--- src/rtl/ttc_pkg.sv ---
package ttc_pkg;
  // Register byte offsets
  localparam logic [7:0] OFS_TIMER01_MODE = 8'h00;
  localparam logic [7:0] OFS_TIMER01_CONTROL = 8'h04;
  localparam logic [7:0] OFS_TIMER2_AUX_MODE = 8'h08;
  localparam logic [7:0] OFS_TIMER2_CONTROL = 8'h0C;
  localparam logic [7:0] OFS_TIMER0_COUNT = 8'h10;
  localparam logic [7:0] OFS_TIMER1_COUNT = 8'h14;
  localparam logic [7:0] OFS_TIMER2_COUNT = 8'h18;
  localparam logic [7:0] OFS_TIMER2_RELOAD = 8'h1C;
  localparam logic [7:0] OFS_SPEED_CONFIG = 8'h20;
  // timer01_mode nibble fields; timer 1 nibble sits at bit 4
  localparam int TIMER01_MODE_T1_SHIFT = 4;
  localparam int TIMER01_MODE_GATE = 3;
  localparam int TIMER01_MODE_FUNC = 2;
  localparam int TIMER01_MODE_MODE_HIGH = 1;
  localparam int TIMER01_MODE_MODE_LOW = 0;
  // timer01_control fields
  localparam int TIMER01_CONTROL_TF1 = 7;
  localparam int TIMER01_CONTROL_TR1 = 6;
  localparam int TIMER01_CONTROL_TF0 = 5;
  localparam int TIMER01_CONTROL_TR0 = 4;
  localparam int TIMER01_CONTROL_IE1 = 3;
  localparam int TIMER01_CONTROL_IT1 = 2;
  localparam int TIMER01_CONTROL_IE0 = 1;
  localparam int TIMER01_CONTROL_IT0 = 0;
  // timer2_aux_mode fields
  localparam int TIMER2_AUX_MODE_OE = 1;
  localparam int TIMER2_AUX_MODE_TIMER2_DOWN_COUNT_ENABLE = 0;
  // timer2_control fields
  localparam int TIMER2_CONTROL_TF2 = 7;
  localparam int TIMER2_CONTROL_TIMER2_EXTERNAL_FLAG = 6;
  localparam int TIMER2_CONTROL_RXSEL = 5;
  localparam int TIMER2_CONTROL_TXSEL = 4;
  localparam int TIMER2_CONTROL_EXEN = 3;
  localparam int TIMER2_CONTROL_RUN = 2;
  localparam int TIMER2_CONTROL_FUNC = 1;
  localparam int TIMER2_CONTROL_CPRL = 0;
  // speed config field: 1 selects 12 clocks per machine cycle
  localparam int SPEED_12T = 0;
  // Reset values
  localparam logic [7:0] RST_TIMER01_MODE = 8'h00;
  localparam logic [7:0] RST_TIMER01_CONTROL = 8'h00;
  localparam logic [7:0] RST_TIMER2_AUX_MODE = 8'h00;
  localparam logic [7:0] RST_TIMER2_CONTROL = 8'h00;
  localparam logic [15:0] RST_COUNT = 16'h0000;
  localparam logic [7:0] RST_SPEED_CONFIG = 8'h01;
  // Mode field encodings
  localparam logic [1:0] MODE_13BIT = 2'h0;
  localparam logic [1:0] MODE_16BIT = 2'h1;
  localparam logic [1:0] MODE_8BIT_RELOAD = 2'h2;
  localparam logic [1:0] MODE_SPLIT = 2'h3;
  // Machine cycle length in oscillator periods
  localparam logic [3:0] MC_LEN_12T = 4'hC;
  localparam logic [3:0] MC_LEN_6T = 4'h6;
  localparam logic [15:0] T2_DOWN_LOAD = 16'hFFFF;
  localparam int PIN_COUNT = 6;
endpackage

--- src/rtl/ttc_pin_sync.sv ---
module ttc_pin_sync
  import ttc_pkg::*;
#(
  parameter int W = PIN_COUNT
)
(
  input wire logic mclk,
  input wire logic resetn,
  input wire logic [W-1:0] pin_in,
  output logic [W-1:0] pin_sync
);

  logic [W-1:0] stage1;

  // Pins idle high, so both stages reset high
  genvar i;
  generate
    for (i = 0; i < W; i++)
    begin : g_bit
      always_ff @(posedge mclk or negedge resetn)
      begin
        if (!resetn)
        begin
          stage1[i] <= 1'h1;
          pin_sync[i] <= 1'h1;
        end
        else
        begin
          stage1[i] <= pin_in[i];
          pin_sync[i] <= stage1[i];
        end
      end
    end
  endgenerate

endmodule // ttc_pin_sync

--- src/rtl/ttc_timers.sv ---
// Design decisions made here: the AHB-Lite slave port and the address map.
module ttc_timers
  import ttc_pkg::*;
(
  input wire logic mclk,
  input wire logic resetn,
  input wire logic hsel,
  input wire logic [31:0] haddr,
  input wire logic [1:0] htrans,
  input wire logic hwrite,
  input wire logic [2:0] hsize,
  input wire logic [31:0] hwdata,
  input wire logic hready,
  output logic hreadyout,
  output logic hresp,
  output logic [31:0] hrdata,
  input wire logic [2:0] count_pin,
  input wire logic [1:0] external_interrupt_pin_n,
  input wire logic timer2_trigger_pin,
  input wire logic vector_ack_timer0,
  input wire logic vector_ack_timer1,
  input wire logic vector_ack_ext0,
  input wire logic vector_ack_ext1,
  output logic timer0_irq,
  output logic timer1_irq,
  output logic ext_irq0,
  output logic ext_irq1,
  output logic timer2_irq,
  output logic serial_rx_clock,
  output logic serial_tx_clock,
  output logic clock_output_pin
);

  function automatic logic [16:0] step01(input logic [1:0] mode,
                                         input logic [15:0] cnt);
    logic [13:0] c13;
    logic [16:0] c16;
    logic [8:0] c8;
    c13 = {1'h0, cnt[15:8], cnt[4:0]} + 14'h1;
    c16 = {1'h0, cnt} + 17'h1;
    c8 = {1'h0, cnt[7:0]} + 9'h1;
    unique case (mode)
      MODE_13BIT: step01 = {c13[13], c13[12:5], cnt[7:5], c13[4:0]};
      MODE_16BIT: step01 = c16;
      MODE_8BIT_RELOAD:
        step01 = {c8[8], cnt[15:8], c8[8] ? cnt[15:8] : c8[7:0]};
      MODE_SPLIT: step01 = {1'h0, cnt};
    endcase
  endfunction

  function automatic logic mapped(input logic [31:0] a);
    mapped = (a[31:8] == 24'h0) && (a[1:0] == 2'h0) &&
             (a[7:0] <= OFS_SPEED_CONFIG);
  endfunction

  logic [5:0] pin_sync;
  logic [5:0] sample;
  logic [5:0] fall;
  logic [3:0] presc;
  logic [3:0] mc_len;
  logic mc_tick;
  logic dp_wr;
  logic [7:0] dp_addr;
  logic [7:0] timer01_mode;
  logic [7:0] timer2_aux_mode;
  logic [7:0] speed;
  logic tf1, tr1, tf0, tr0, ie1, it1, ie0, it0;
  logic tf2, timer2_external_flag, rxsel, txsel, timer2_external_enable, tr2, ct2, cprl;
  logic [15:0] cnt0, cnt1, cnt2, rcap;
  logic [15:0] next_cnt0, next_cnt1, next_cnt2;
  logic ovf0, ovf0h, ovf1, ovf2_up, unf2, ovf2;
  logic run0, run1, inc0, inc1, inc2, split, brg, arud, up2, trig;
  logic clkout_mode;
  logic wr_timer01_mode, wr_timer01_control, wr_timer2_aux_mode, wr_timer2_control;
  logic wr_c0, wr_c1, wr_c2, wr_rcap, wr_speed;
  logic [31:0] next_rdata;

  ttc_pin_sync #(.W(PIN_COUNT)) u_sync (
    .mclk(mclk),
    .resetn(resetn),
    .pin_in({timer2_trigger_pin, external_interrupt_pin_n, count_pin}),
    .pin_sync(pin_sync)
  );

  // Machine cycle prescaler
  assign mc_len = speed[SPEED_12T] ? MC_LEN_12T : MC_LEN_6T;
  assign mc_tick = (presc >= mc_len - 4'h1);

  always_ff @(posedge mclk or negedge resetn)
  begin
    if (!resetn)
      presc <= 4'h0;
    else if (mc_tick)
      presc <= 4'h0;
    else
      presc <= presc + 4'h1;
  end

  // Once-per-cycle pin sample; fall is sample change 1 to 0
  always_ff @(posedge mclk or negedge resetn)
  begin
    if (!resetn)
      sample <= 6'h3F;
    else if (mc_tick)
      sample <= pin_sync;
  end

  assign fall = {6{mc_tick}} & sample & ~pin_sync;

  // AHB-Lite slave, zero wait states, always OKAY
  assign hreadyout = 1'h1;
  assign hresp = 1'h0;

  always_ff @(posedge mclk or negedge resetn)
  begin
    if (!resetn)
    begin
      dp_wr <= 1'h0;
      dp_addr <= 8'h00;
      hrdata <= 32'h0;
    end
    else
    begin
      dp_wr <= hsel && htrans[1] && hready && hwrite && mapped(haddr);
      dp_addr <= haddr[7:0];
      if (hsel && htrans[1] && hready && !hwrite)
        hrdata <= mapped(haddr) ? next_rdata : 32'h0;
    end
  end

  always_comb
  begin
    next_rdata = 32'h0;
    unique case (haddr[7:0])
      OFS_TIMER01_MODE: next_rdata[7:0] = timer01_mode;
      OFS_TIMER01_CONTROL:
        next_rdata[7:0] = {tf1, tr1, tf0, tr0, ie1, it1, ie0, it0};
      OFS_TIMER2_AUX_MODE: next_rdata[7:0] = timer2_aux_mode;
      OFS_TIMER2_CONTROL:
        next_rdata[7:0] = {tf2, timer2_external_flag, rxsel, txsel, timer2_external_enable, tr2, ct2, cprl};
      OFS_TIMER0_COUNT: next_rdata[15:0] = cnt0;
      OFS_TIMER1_COUNT: next_rdata[15:0] = cnt1;
      OFS_TIMER2_COUNT: next_rdata[15:0] = cnt2;
      OFS_TIMER2_RELOAD: next_rdata[15:0] = rcap;
      OFS_SPEED_CONFIG: next_rdata[7:0] = speed;
      default: next_rdata = 32'h0;
    endcase
  end

  assign wr_timer01_mode = dp_wr && (dp_addr == OFS_TIMER01_MODE);
  assign wr_timer01_control = dp_wr && (dp_addr == OFS_TIMER01_CONTROL);
  assign wr_timer2_aux_mode = dp_wr && (dp_addr == OFS_TIMER2_AUX_MODE);
  assign wr_timer2_control = dp_wr && (dp_addr == OFS_TIMER2_CONTROL);
  assign wr_c0 = dp_wr && (dp_addr == OFS_TIMER0_COUNT);
  assign wr_c1 = dp_wr && (dp_addr == OFS_TIMER1_COUNT);
  assign wr_c2 = dp_wr && (dp_addr == OFS_TIMER2_COUNT);
  assign wr_rcap = dp_wr && (dp_addr == OFS_TIMER2_RELOAD);
  assign wr_speed = dp_wr && (dp_addr == OFS_SPEED_CONFIG);

  always_ff @(posedge mclk or negedge resetn)
  begin
    if (!resetn)
    begin
      timer01_mode <= RST_TIMER01_MODE;
      timer2_aux_mode <= RST_TIMER2_AUX_MODE;
      speed <= RST_SPEED_CONFIG;
    end
    else
    begin
      if (wr_timer01_mode)
        timer01_mode <= hwdata[7:0];
      if (wr_timer2_aux_mode)
        timer2_aux_mode <= {6'h0, hwdata[TIMER2_AUX_MODE_OE], hwdata[TIMER2_AUX_MODE_TIMER2_DOWN_COUNT_ENABLE]};
      if (wr_speed)
        speed <= {7'h0, hwdata[SPEED_12T]};
    end
  end

  // Timers 0 and 1
  assign split = (timer01_mode[1:0] == MODE_SPLIT);
  assign run0 = tr0 && (!timer01_mode[TIMER01_MODE_GATE] || pin_sync[3]);
  assign run1 = tr1 &&
    (!timer01_mode[TIMER01_MODE_GATE + TIMER01_MODE_T1_SHIFT] || pin_sync[4]);
  assign inc0 = run0 && (timer01_mode[TIMER01_MODE_FUNC] ? fall[0] : mc_tick);
  assign inc1 = run1 && (timer01_mode[TIMER01_MODE_FUNC + TIMER01_MODE_T1_SHIFT] ?
    fall[1] : mc_tick);

  always_comb
  begin
    next_cnt0 = cnt0;
    ovf0 = 1'h0;
    ovf0h = 1'h0;
    next_cnt1 = cnt1;
    ovf1 = 1'h0;
    if (split)
    begin
      // Low byte: timer 0 controls; high byte: machine cycles, timer1 run
      if (inc0)
        {ovf0, next_cnt0[7:0]} = {1'h0, cnt0[7:0]} + 9'h1;
      if (tr1 && mc_tick)
        {ovf0h, next_cnt0[15:8]} = {1'h0, cnt0[15:8]} + 9'h1;
    end
    else if (inc0)
      {ovf0, next_cnt0} = step01(timer01_mode[1:0], cnt0);
    if (inc1)
      {ovf1, next_cnt1} = step01(timer01_mode[5:4], cnt1);
  end

  always_ff @(posedge mclk or negedge resetn)
  begin
    if (!resetn)
    begin
      cnt0 <= RST_COUNT;
      cnt1 <= RST_COUNT;
    end
    else
    begin
      cnt0 <= wr_c0 ? hwdata[15:0] : next_cnt0;
      cnt1 <= wr_c1 ? hwdata[15:0] : next_cnt1;
    end
  end

  // timer01_control; hardware set wins over any clear
  always_ff @(posedge mclk or negedge resetn)
  begin
    if (!resetn)
      {tf1, tr1, tf0, tr0, ie1, it1, ie0, it0} <= RST_TIMER01_CONTROL;
    else
    begin
      if (wr_timer01_control)
      begin
        tr1 <= hwdata[TIMER01_CONTROL_TR1];
        tr0 <= hwdata[TIMER01_CONTROL_TR0];
        it1 <= hwdata[TIMER01_CONTROL_IT1];
        it0 <= hwdata[TIMER01_CONTROL_IT0];
      end
      if (split ? ovf0h : ovf1)
        tf1 <= 1'h1;
      else if (vector_ack_timer1)
        tf1 <= 1'h0;
      else if (wr_timer01_control)
        tf1 <= hwdata[TIMER01_CONTROL_TF1];
      if (ovf0)
        tf0 <= 1'h1;
      else if (vector_ack_timer0)
        tf0 <= 1'h0;
      else if (wr_timer01_control)
        tf0 <= hwdata[TIMER01_CONTROL_TF0];
      if (!it1)
        ie1 <= !pin_sync[4];
      else if (fall[4])
        ie1 <= 1'h1;
      else if (vector_ack_ext1)
        ie1 <= 1'h0;
      else if (wr_timer01_control)
        ie1 <= hwdata[TIMER01_CONTROL_IE1];
      if (!it0)
        ie0 <= !pin_sync[3];
      else if (fall[3])
        ie0 <= 1'h1;
      else if (vector_ack_ext0)
        ie0 <= 1'h0;
      else if (wr_timer01_control)
        ie0 <= hwdata[TIMER01_CONTROL_IE0];
    end
  end

  assign timer0_irq = tf0;
  assign timer1_irq = tf1;
  assign ext_irq0 = ie0;
  assign ext_irq1 = ie1;

  // Timer 2
  assign brg = rxsel || txsel;
  assign arud = timer2_aux_mode[TIMER2_AUX_MODE_TIMER2_DOWN_COUNT_ENABLE] && !cprl && !brg;
  assign up2 = !arud || pin_sync[5];
  assign inc2 = tr2 && (ct2 ? fall[2] : mc_tick);
  assign trig = fall[5] && timer2_external_enable;
  assign ovf2_up = inc2 && up2 && (cnt2 == 16'hFFFF);
  assign unf2 = inc2 && !up2 && (cnt2 == rcap);
  assign ovf2 = ovf2_up || unf2;
  assign clkout_mode = timer2_aux_mode[TIMER2_AUX_MODE_OE] && !ct2;

  always_comb
  begin
    next_cnt2 = cnt2;
    if (ovf2_up && (brg || !cprl))
      next_cnt2 = rcap;
    else if (unf2)
      next_cnt2 = T2_DOWN_LOAD;
    else if (inc2)
      next_cnt2 = up2 ? cnt2 + 16'h1 : cnt2 - 16'h1;
    if (trig && !brg && !cprl && !arud)
      next_cnt2 = rcap;
  end

  always_ff @(posedge mclk or negedge resetn)
  begin
    if (!resetn)
    begin
      cnt2 <= RST_COUNT;
      rcap <= RST_COUNT;
      clock_output_pin <= 1'h0;
    end
    else
    begin
      cnt2 <= wr_c2 ? hwdata[15:0] : next_cnt2;
      if (trig && !brg && cprl)
        rcap <= cnt2;
      else if (wr_rcap)
        rcap <= hwdata[15:0];
      if (clkout_mode && ovf2)
        clock_output_pin <= !clock_output_pin;
    end
  end

  always_ff @(posedge mclk or negedge resetn)
  begin
    if (!resetn)
      {tf2, timer2_external_flag, rxsel, txsel, timer2_external_enable, tr2, ct2, cprl} <= RST_TIMER2_CONTROL;
    else
    begin
      if (wr_timer2_control)
      begin
        {rxsel, txsel} <= hwdata[TIMER2_CONTROL_RXSEL:TIMER2_CONTROL_TXSEL];
        timer2_external_enable <= hwdata[TIMER2_CONTROL_EXEN];
        tr2 <= hwdata[TIMER2_CONTROL_RUN];
        ct2 <= hwdata[TIMER2_CONTROL_FUNC];
        cprl <= hwdata[TIMER2_CONTROL_CPRL];
      end
      if (ovf2 && !brg && !clkout_mode)
        tf2 <= 1'h1;
      else if (wr_timer2_control)
        tf2 <= hwdata[TIMER2_CONTROL_TF2];
      if (trig && !arud)
        timer2_external_flag <= 1'h1;
      else if (arud && ovf2)
        timer2_external_flag <= !timer2_external_flag;
      else if (wr_timer2_control)
        timer2_external_flag <= hwdata[TIMER2_CONTROL_TIMER2_EXTERNAL_FLAG];
    end
  end

  assign timer2_irq = tf2 || (timer2_external_flag && !arud);
  assign serial_rx_clock = rxsel ? ovf2 : ovf1;
  assign serial_tx_clock = txsel ? ovf2 : ovf1;
endmodule // ttc_timers

--- config.mk ---
export PLATFORM = sky130hd
export DESIGN_NAME = ttc_timers
export DESIGN_NICKNAME = d
export VERILOG_FILES = /design/src/rtl/ttc_pkg.sv /design/src/rtl/ttc_pin_sync.sv /design/src/rtl/ttc_timers.sv
export SDC_FILE = /design/constraint.sdc
export NUM_CORES = 1
export LEC_CHECK = 0
export BUFFER_PORTS_ARGS = -buffer_cell sky130_fd_sc_hd__buf_2
export CAP_MARGIN = 20
export CELL_PAD_IN_SITES_DETAIL_PLACEMENT = 1
export CELL_PAD_IN_SITES_GLOBAL_PLACEMENT = 1
export CORE_ASPECT_RATIO = 1.2
export CORE_MARGIN = 4
export CORE_UTILIZATION = 48
export DETAILED_ROUTE_END_ITERATION = 7
export GPL_TIMING_DRIVEN = 0
export PLACE_DENSITY_LB_ADDON = 0.1
export SYNTH_ARGS = -nofsm -noshare
export SYNTH_HDL_FRONTEND = slang
export SYNTH_SLANG_ARGS = --single-unit
--- constraint.sdc ---
create_clock -name mclk -period 4.6 [get_ports mclk]
set_clock_uncertainty 0.15 [all_clocks]
set_input_delay 0.23 -clock mclk [delete_from_list [all_inputs] [get_ports mclk]]
set_output_delay 0.23 -clock mclk [all_outputs]
set_load 0.1 [all_outputs]
Yosys cells after proc, flatten, opt, wreduce, memory -nomap -nowiden
Index checks and enable logic that the tools add are counted.
{"block": "totals", "n_memories": 0, "register_bits": 155, "latchBits": 0, "romBits": 0, "mem_bits_rw": 0, "input_bits": 84, "word_cells": 228}
{"block": "classes", "reduce_logical": 81, "n_eq_ne": 32, "shifts": 0, "multipliers": 0, "div_mod_pow": 0, "bitwise": 3, "add_sub_neg": 11, "order_cmp": 2, "muxes": 54}
{"op": "16-bit 2-to-1 mux", "n": 14}
{"op": "8-bit case mux with 9 select lines", "n": 1}
{"op": "17-bit case mux with 4 select lines", "n": 1}
{"op": "8-bit by 5-bit == test with 1-bit output (second input constant)", "n": 8}
{"op": "17-bit case mux with 3 select lines", "n": 1}
{"op": "1-bit logical AND", "n": 41}
{"op": "16-bit by 1-bit adder with 17-bit output (second input constant)", "n": 2}
{"op": "8-bit by 4-bit == test with 1-bit output (second input constant)", "n": 4}
{"op": "8-bit 2-to-1 mux", "n": 4}
{"op": "8-bit case mux with 4 select lines", "n": 1}
{"op": "1-bit 2-to-1 mux", "n": 30}
{"op": "13-bit by 1-bit adder with 14-bit output (second input constant)", "n": 2}
{"op": "8-bit by 1-bit adder with 9-bit output (second input constant)", "n": 3}
{"op": "24-bit zero test", "n": 1}
{"op": "16-bit by 1-bit adder with 16-bit output (second input constant)", "n": 1}
{"op": "16-bit == test", "n": 1}
{"op": "16-bit == test (second input constant)", "n": 1}
{"op": "8-bit by 3-bit == test with 1-bit output (second input constant)", "n": 2}
{"op": "8-bit by 6-bit == test with 1-bit output (second input constant)", "n": 2}
{"op": "8-bit zero test", "n": 2}
{"op": "16-bit by 1-bit subtractor with 16-bit output (second input constant)", "n": 1}
{"op": "1-bit zero test", "n": 13}
{"op": "6-bit AND", "n": 2}
{"op": "3-bit nonzero test", "n": 4}
{"op": "other kinds (17)", "n": 41}

Depth between registers and ports, before layout
Gate-level depths: netlist (run 1).
{"block": "logic_depth", "word_depth": 13, "mapped_depth": 10}

Hierarchy
A second synthesis (run 1) with hierarchy kept.
{"block": "unflattened", "hier_cells": 1077, "area_unflattened_um2": 9327.7}
{"mod": "ttc_timers", "area_per_inst_um2": 9012.4, "n_inst": 1, "seq_area_each_um2": 3186.8, "cells_each": 1065}
{"mod": "ttc_pin_sync", "area_per_inst_um2": 315.3, "n_inst": 1, "seq_area_each_um2": 315.3, "cells_each": 12}

Least setup slack after synthesis (run 1)
No wires, ideal clock.
{"block": "synth_path", "path_type": "flip-flop to output port", "start": "reg speed[0]", "end": "out serial_rx_clock", "slack_ns": 0.815, "t_required_ns": 4.220, "arrival_ns": 3.405, "path_stages_with_launch": 9, "path_cell_list": "dfstp_2 > inv_1 > ha_1 > nand2_1 > o21ai_0 > buf_2 > nand2_1 > o21bai_1 > mux2i_1"}
{"block": "synth_via", "elab_chain_cells": 11, "elab_cells_between_ends": 16}
{"item": "start, declared", "line_no": "ttc_timers.sv:66", "text": "logic [7:0] speed;"}
{"item": "start signal, assigned", "line_no": "ttc_timers.sv:175", "text": "speed <= {7'h0, hwdata[SPEED_12T]};"}
{"item": "4-bit 2-to-1 mux (*)", "line_no": "ttc_timers.sv:86", "text": "assign mc_len = speed[SPEED_12T] ? MC_LEN_12T : MC_LEN_6T;"}
{"item": "4-bit by 1-bit subtractor with 4-bit output (*)", "line_no": "ttc_timers.sv:87", "text": "assign mc_tick = (presc >= mc_len - 4'h1);"}
{"item": "4-bit >= comparator (*)", "line_no": "ttc_timers.sv:87"}
{"item": "6-bit AND (2 in a row)", "line_no": "ttc_timers.sv:108", "text": "assign fall = {6{mc_tick}} & sample & ~pin_sync;"}
{"item": "1-bit 2-to-1 mux", "line_no": "ttc_timers.sv:277", "text": "assign inc2 = tr2 && (ct2 ? fall[2] : mc_tick);"}
{"item": "1-bit logical AND", "line_no": "ttc_timers.sv:277"}
{"item": "1-bit logical AND (on tied branches) (2 in a row)", "line_no": "ttc_timers.sv:279, ttc_timers.sv:280"}
{"item": "1-bit logical OR", "line_no": "ttc_timers.sv:281", "text": "assign ovf2 = ovf2_up || unf2;"}
{"item": "1-bit 2-to-1 mux (*)", "line_no": "ttc_timers.sv:345", "text": "assign serial_rx_clock = rxsel ? ovf2 : ovf1;"}
{"item": "end, declared", "line_no": "ttc_timers.sv:29", "text": "output logic serial_rx_clock,"}
Mark *: on every way between the ends. The rest lies on a longest branch, timed or not.

Worst setup path after layout (run 1)
{"block": "layout_path", "start": "reg speed[0]", "end": "out serial_tx_clock"}
{"block": "layout_via", "elab_chain_cells": 11, "elab_cells_between_ends": 16}
{"item": "4-bit 2-to-1 mux (*)", "line_no": "ttc_timers.sv:86"}
{"item": "4-bit by 1-bit subtractor with 4-bit output (*)", "line_no": "ttc_timers.sv:87"}
{"item": "4-bit >= comparator (*)", "line_no": "ttc_timers.sv:87"}
{"item": "6-bit AND (2 in a row)", "line_no": "ttc_timers.sv:108"}
{"item": "1-bit 2-to-1 mux", "line_no": "ttc_timers.sv:277"}
{"item": "1-bit logical AND", "line_no": "ttc_timers.sv:277"}
{"item": "1-bit logical AND (on tied branches) (2 in a row)", "line_no": "ttc_timers.sv:279, ttc_timers.sv:280"}
{"item": "1-bit logical OR", "line_no": "ttc_timers.sv:281"}
{"item": "1-bit 2-to-1 mux (*)", "line_no": "ttc_timers.sv:346", "text": "assign serial_tx_clock = txsel ? ovf2 : ovf1;"}
{"item": "end, declared", "line_no": "ttc_timers.sv:30", "text": "output logic serial_tx_clock,"}
Marks and branches as above.

==> impl_metrics.ini, run 1 <==
[finish]
layout_common_cells = nand2_1 (127), dfrtp_1 (120), buf_2 (101)
final_design_area_no_fill_sq_mm = 0.0108
syn2layout_area_growth_pct = 18.8
final_common_cell = nand2_1
nets = 1307
fin_cells = 1478
drive_gt1_share_pct = 17.3

[synth]
ys.warnings.count = 0
syn_area_per_cell_sq_um = 8.58
synth_cell_types = 83
ys_ff_latch = 139
yosysSeqAreaShare_pct = 38.5
ys.flop_type = dfrtp_1
syn_inst = 1060
syn-cell-area_sq_mm = 0.00909
async_flop_share_pct = 100
synth_edf_count = 0

[timing]
fmax_ghz = 0.238
setup_viol = 0
timing.final.ws_setup_ns = 0.393
maxSlewHeadroom_pct = 36.2
tns_ns = 0
whs_ns = 0.0151
rsz0062_at_grt = no
maxSlewViolCount = 0
fin_crit_sh_pct = 91.5
hold_viol = 0
period_minus_slack_ns = 4.21
worst_pin_slew_ns = 0.956

[clock_network]
clockBufferDepth = 2
cts.clk_slew.worst_paths_ns = 0.07
cts_sinks = 139
worstSkewPairLatency_ns = 0.45
cts_root_buffer = clkbuf_16
cts_tree = yes
numCtsBuffers = 17
htree_num_levels = 4

[setup_path]
crit_path_cell_trace = inv_1, ha_1, nand2_1, o21ai_1, buf_2, nand2_1, o21bai_1, mux2i_1, buf_2
cp_slowest_stage_delay_ns = 0.57
critPathLaunch = speed[0]
timing.rr.end = cnt2[12]
cp-end-kind = output port
reg2reg_from = rxsel
start_kind = flip-flop
critPathArrivalTime_ns = 3.83
reg2reg_slack_ns = 0.89
ff2ff_path_depth = 10
critical_path_class = reg2out
slowest_stage = dfstp_2
crit_required_ns = 4.22
path_max_fanout = 10

[placement]
dpl_cell_area_sq_mm = 0.00994
pre_cts_slack_ns = 0.695
io_buffers = 85
gp_congestion = 0.976
dpl.hpwl_microns = 25400
placedCellCount = 1415

[outcome]
status = completed

[power_and_ir_drop]
powerDensity_mw_per_mm2 = 417
ir_drop_uv = 246
p_leak_nw = 4.66

[worst_hold_path]
worstHoldStart = vector_ack_timer1
hold_path_end = timer1_irq
hp-class = in2reg
whs_path_depth = 3

[floorplan]
dieWidth_microns = 134
core_sq_mm = 0.0184
pin_count = 126
row_count = 54
die_area_sq_mm = 0.0212
die_height_microns = 159
initial_core_util_pct = 49.5

[flow_run]
cap_violations = 0

[drt]
firstDrtPassIters = 8
routed_wl_microns = 35600
via_count = 9333
ant_nets = 0
wl_per_cell_microns = 24.1
drc = 0
via_per_inst = 6.31
drt_iter0_markers = 687

[global_routing]
grt.total_usage_pct = 33.7
antenna_found_initial = 2
grt_first_pass_wirelength_microns = 55900
grt_max_degree = 74
grt_pass1_vias = 9847
grt_overflow = 0
## routing by layer
metal  share of wire (%)  routed length [microns]  track usage [%]
met3                 6.5                     2300             5.38
met5                   0                        0                0
met1                  38                    13600             40.6
met4                 5.4                     1910             18.3
met2                  50                    17800             57.4
## stage by stage
stage / total power [mW] / utilization, %
detailed placement: 3.06 / 54.1
floorplan: 2.59 / -
global route: 4.72 / 58.8
finish: 4.50 / 58.8
CTS: 4.45 / 58.7
global placement: 3.00 / 53.8
## where the power goes
group | internal, mW | switching (mW) | total, mW
combinational | 0.493 | 0.970 | 1.46
clock | 0.723 | 0.653 | 1.38
sequential | 1.45 | 0.212 | 1.66
## critical path: cells and delay by family, from the launching register on
family,cells,cell delay [ns]
AND/OR/NAND/NOR,2,0.37
multiplexers,1,0.25
buffers and inverters,3,0.95
adder cells (fa/ha/maj),1,0.30
AO/OA/AOI/OAI,2,0.94
flip-flops,1,0.57
## what timing repair did
action,4_1_cts,5_1_grt
hold buffers,28,0
gates resized for setup,0,1
setup buffers,0,0
setup endpoints to repair,0,1
endpoints found under the hold margin,97,0
## worst max path at each step
stage	end	slack (ns)
floorplan	serial_rx_clock	0.82
global placement	serial_tx_clock	0.78
detailed placement	serial_tx_clock	0.69
CTS	serial_tx_clock	0.20
global route	serial_tx_clock	0.27
finish	serial_tx_clock	0.39
## layout make-up
type	count	area, sq um
fillers	2263	7580
multi-input cells	826	5120
flip-flops and latches	139	3500
repair buffers	116	754
plain buffers	88	445
clock buffers	18	429
well taps	252	315
clock inverters	14	143
inverters	23	86.3
diodes	2	5.00
## registers in the layout, indices dropped and copies added (netlist names), 2 cells and up
signal and count:
timer01_mode 8, cnt2 16, cnt1 16, sample 6
timer2_aux_mode 2, presc 4, hrdata 16, rcap 16
u_sync.pin_sync 6, u_sync.stage1 6, cnt0 16, dp_addr 8
## logic make-up after synthesis
logic type                 count (synthesis)  share of synthesized area [%]
and+or+nand+nor                          406                           22.4
AOI/OAI and AO/OA                        297                           21.6
DFF                                      139                           38.5
buffers and inverters                    111                           5.85
xor gates and xnor gates                  51                           4.91
muxes                                     42                           5.02
adders and majority gates                 12                           1.65
other                                      2                         0.0826
## synthesized netlist by cell type, drive strengths merged (4+ instances only)
master / number / area, sq um
o32ai: 9 / 86.3
nor4b: 4 / 41.3
or3: 7 / 43.8
or4: 5 / 52.6
dfstp: 19 / 499
ha: 12 / 150
and3: 14 / 87.6
nor2b: 5 / 31.3
xor2: 33 / 289
clkbuf: 45 / 169
nand2: 127 / 477
inv: 23 / 86.3
nor3: 31 / 171
o21a: 5 / 37.5
nor2: 98 / 378
o31ai: 7 / 52.6
o221a: 4 / 53.8
or2: 4 / 25.0
dfrtp: 120 / 3000
a222oi: 8 / 80.1
a21oi: 64 / 320
xnor2: 18 / 158
a31oi: 12 / 75.1
a211oi: 5 / 37.5
nand2b: 9 / 56.3
nand3: 31 / 155
mux2: 9 / 101
nor3b: 6 / 45.0
a22o: 11 / 96.3
o21ai: 87 / 435
a221oi: 17 / 149
and2: 8 / 50.1
and4: 6 / 52.6
a22oi: 12 / 90.1
nor4: 29 / 196
buf: 43 / 277
o22ai: 18 / 113
o211ai: 7 / 66.3
o31a: 4 / 35.0
nand4: 10 / 68.8
o21bai: 4 / 30.0
mux2i: 31 / 310
No activity file was read; power rests on OpenSTA's default activity.
==> run 2, diff against run 1 <==
--- a/config.mk
+++ b/config.mk
@@ -14,6 +14,7 @@
 export CORE_UTILIZATION = 48
 export DETAILED_ROUTE_END_ITERATION = 7
 export GPL_TIMING_DRIVEN = 0
+export MAX_ROUTING_LAYER = met4
 export PLACE_DENSITY_LB_ADDON = 0.1
 export SYNTH_ARGS = -nofsm -noshare
 export SYNTH_HDL_FRONTEND = slang
==> run 2 against run 1 <==
Effect of this change:
- die area stayed put
- fmax is 6.7% lower
- via count is 0.39% lower
==> impl_metrics.ini, run 2 (synthesized netlist as in run 1, its figures left out) <==
[flow_run]
cap_violations = 0

[timing]
worst_pin_slew_ns = 1.02
fin_crit_sh_pct = 98.0
setup_viol = 0
tns_ns = 0
fmax_ghz = 0.222
period_minus_slack_ns = 4.51
whs_ns = 0.0163
rsz0062_at_grt = no
maxSlewHeadroom_pct = 31.1
maxSlewViolCount = 0
hold_viol = 0

[finish]
nets = 1307
final_common_cell = nand2_1
drive_gt1_share_pct = 17.3
utilization_pct = 58.8
syn2layout_area_growth_pct = 18.8
layout_common_cells = nand2_1 (127), dfrtp_1 (120), buf_2 (102)

[placement]
io_buffers = 85
gp_congestion = 0.995
dpl.hpwl_microns = 25000

[worst_hold_path]
hp-class = in2reg

[power_and_ir_drop]
pwr-share-seq_pct = 36.9
p_leak_nw = 4.67
intPower_mw = 2.69
power.switching_mw = 1.82
comb_power_share_pct = 32.4
swShare_pct = 40.3
ir_drop_uv = 292
powerDensity_mw_per_mm2 = 418
power_frac_clock_pct = 30.7

[clock_network]
numCtsBuffers = 17
cts_post_setup_buffers_inserted = 0
htree_num_levels = 4
worstSkewPairLatency_ns = 0.44
postCtsResizedCells = 0
cts_tree = yes
cts_sinks = 139
hold_buffers = 28
cts_root_buffer = clkbuf_16
cts.clk_slew.worst_paths_ns = 0.07
clockBufferDepth = 2

[global_routing]
grt_pass1_vias = 9636
grt_first_pass_wirelength_microns = 54500
grt.total_usage_pct = 33.8
grt_overflow = 0
antenna_found_initial = 1
grt_max_degree = 72

[floorplan]
core_sq_mm = 0.0184
dieWidth_microns = 134
initial_core_util_pct = 49.5
pin_count = 126
die_area_sq_mm = 0.0212
row_count = 54
die_height_microns = 159

[drt]
via_count = 9297
firstDrtPassIters = 6
routed_wl_microns = 34700
drc = 0
via_per_inst = 6.29
drt_iter0_markers = 681
wl_per_cell_microns = 23.5
ant_nets = 0

[setup_path]
critPathArrivalTime_ns = 4.13
path_max_fanout = 10
crit_required_ns = 4.22
slowest_stage = o21ai_0
crit_family = compound AO/OA/AOI/OAI gates
cp-end-kind = output port
start_kind = flip-flop
cp_slowest_stage_delay_ns = 0.81
critPathBufInv = 3
crit_path_cell_trace = inv_1, ha_1, nand2_1, o21ai_0, buf_2, nand2_1, o21bai_1, mux2i_1, buf_2
critical_path_class = reg2out

[outcome]
status = completed
-- run 2: per-stage QoR --
stage                     area [sq um]  cells  setup slack (ns)  total power [mW]
after floorplan                   9160   1076             0.815              2.59
final                            10800   1477            0.0935              4.51
after CTS                        10800   1475             0.204              4.47
after detailed placement          9930   1415             0.701              3.06
after global routing             10800   1477            0.0415              4.71
after global placement            9900   1413             0.749              3.00
-- run 2: layer usage --
metal,up-vias,GRT usage (%),part of all wire [%]
met5,-,-,0
met2,364,57.7,51
met3,96,4.30,5.9
met4,0,13.2,3.7
met1,4670,40.6,39
li1,4167,-,-
-- run 2: worst min-delay path, cell delays in order --
cell     delay, ns
buf_2         0.17
nor2_1        0.12
a21oi_1       0.04
-- run 2: area by class of cell --
cell class	instances	area (sq um)
antenna	1	2.50
fill	2246	7570
sequential	139	3500
multi-input combinational	826	5120
clock buffer	19	454
inverter	23	86.3
tap	252	315
clock inverter	13	126
timing repair buffer	116	749
buffer	88	445
-- run 2: path summary, 6_finish.rpt --
| path | start | end | slack, ns | depth (start not counted) |
|---|---|---|---|---|
| max in group asynchronous | resetn | hrdata[8] | 3.29 | 3 |
| min | hwdata[4] | cnt0[4] | 0.02 | 3 |
| max reg2reg | txsel | cnt2[4] | 0.98 | 10 |
| min reg2reg | u_sync.stage1[1] | u_sync.pin_sync[1] | 0.21 | 0 |
| min in group asynchronous | resetn | ct2 | 0.22 | 2 |
| max | speed[0] | serial_tx_clock | 0.09 | 9 |
-- run 2: power by group through the flow --
stage	combinational (mW)	sequential [mW]	clock, mW
2_1_floorplan	0.958	1.63	0
3_3_place_gp	1.34	1.66	0
3_5_place_dp	1.40	1.67	0
4_1_cts	1.43	1.65	1.39
5_1_grt	1.59	1.68	1.45
6_report	1.46	1.66	1.39
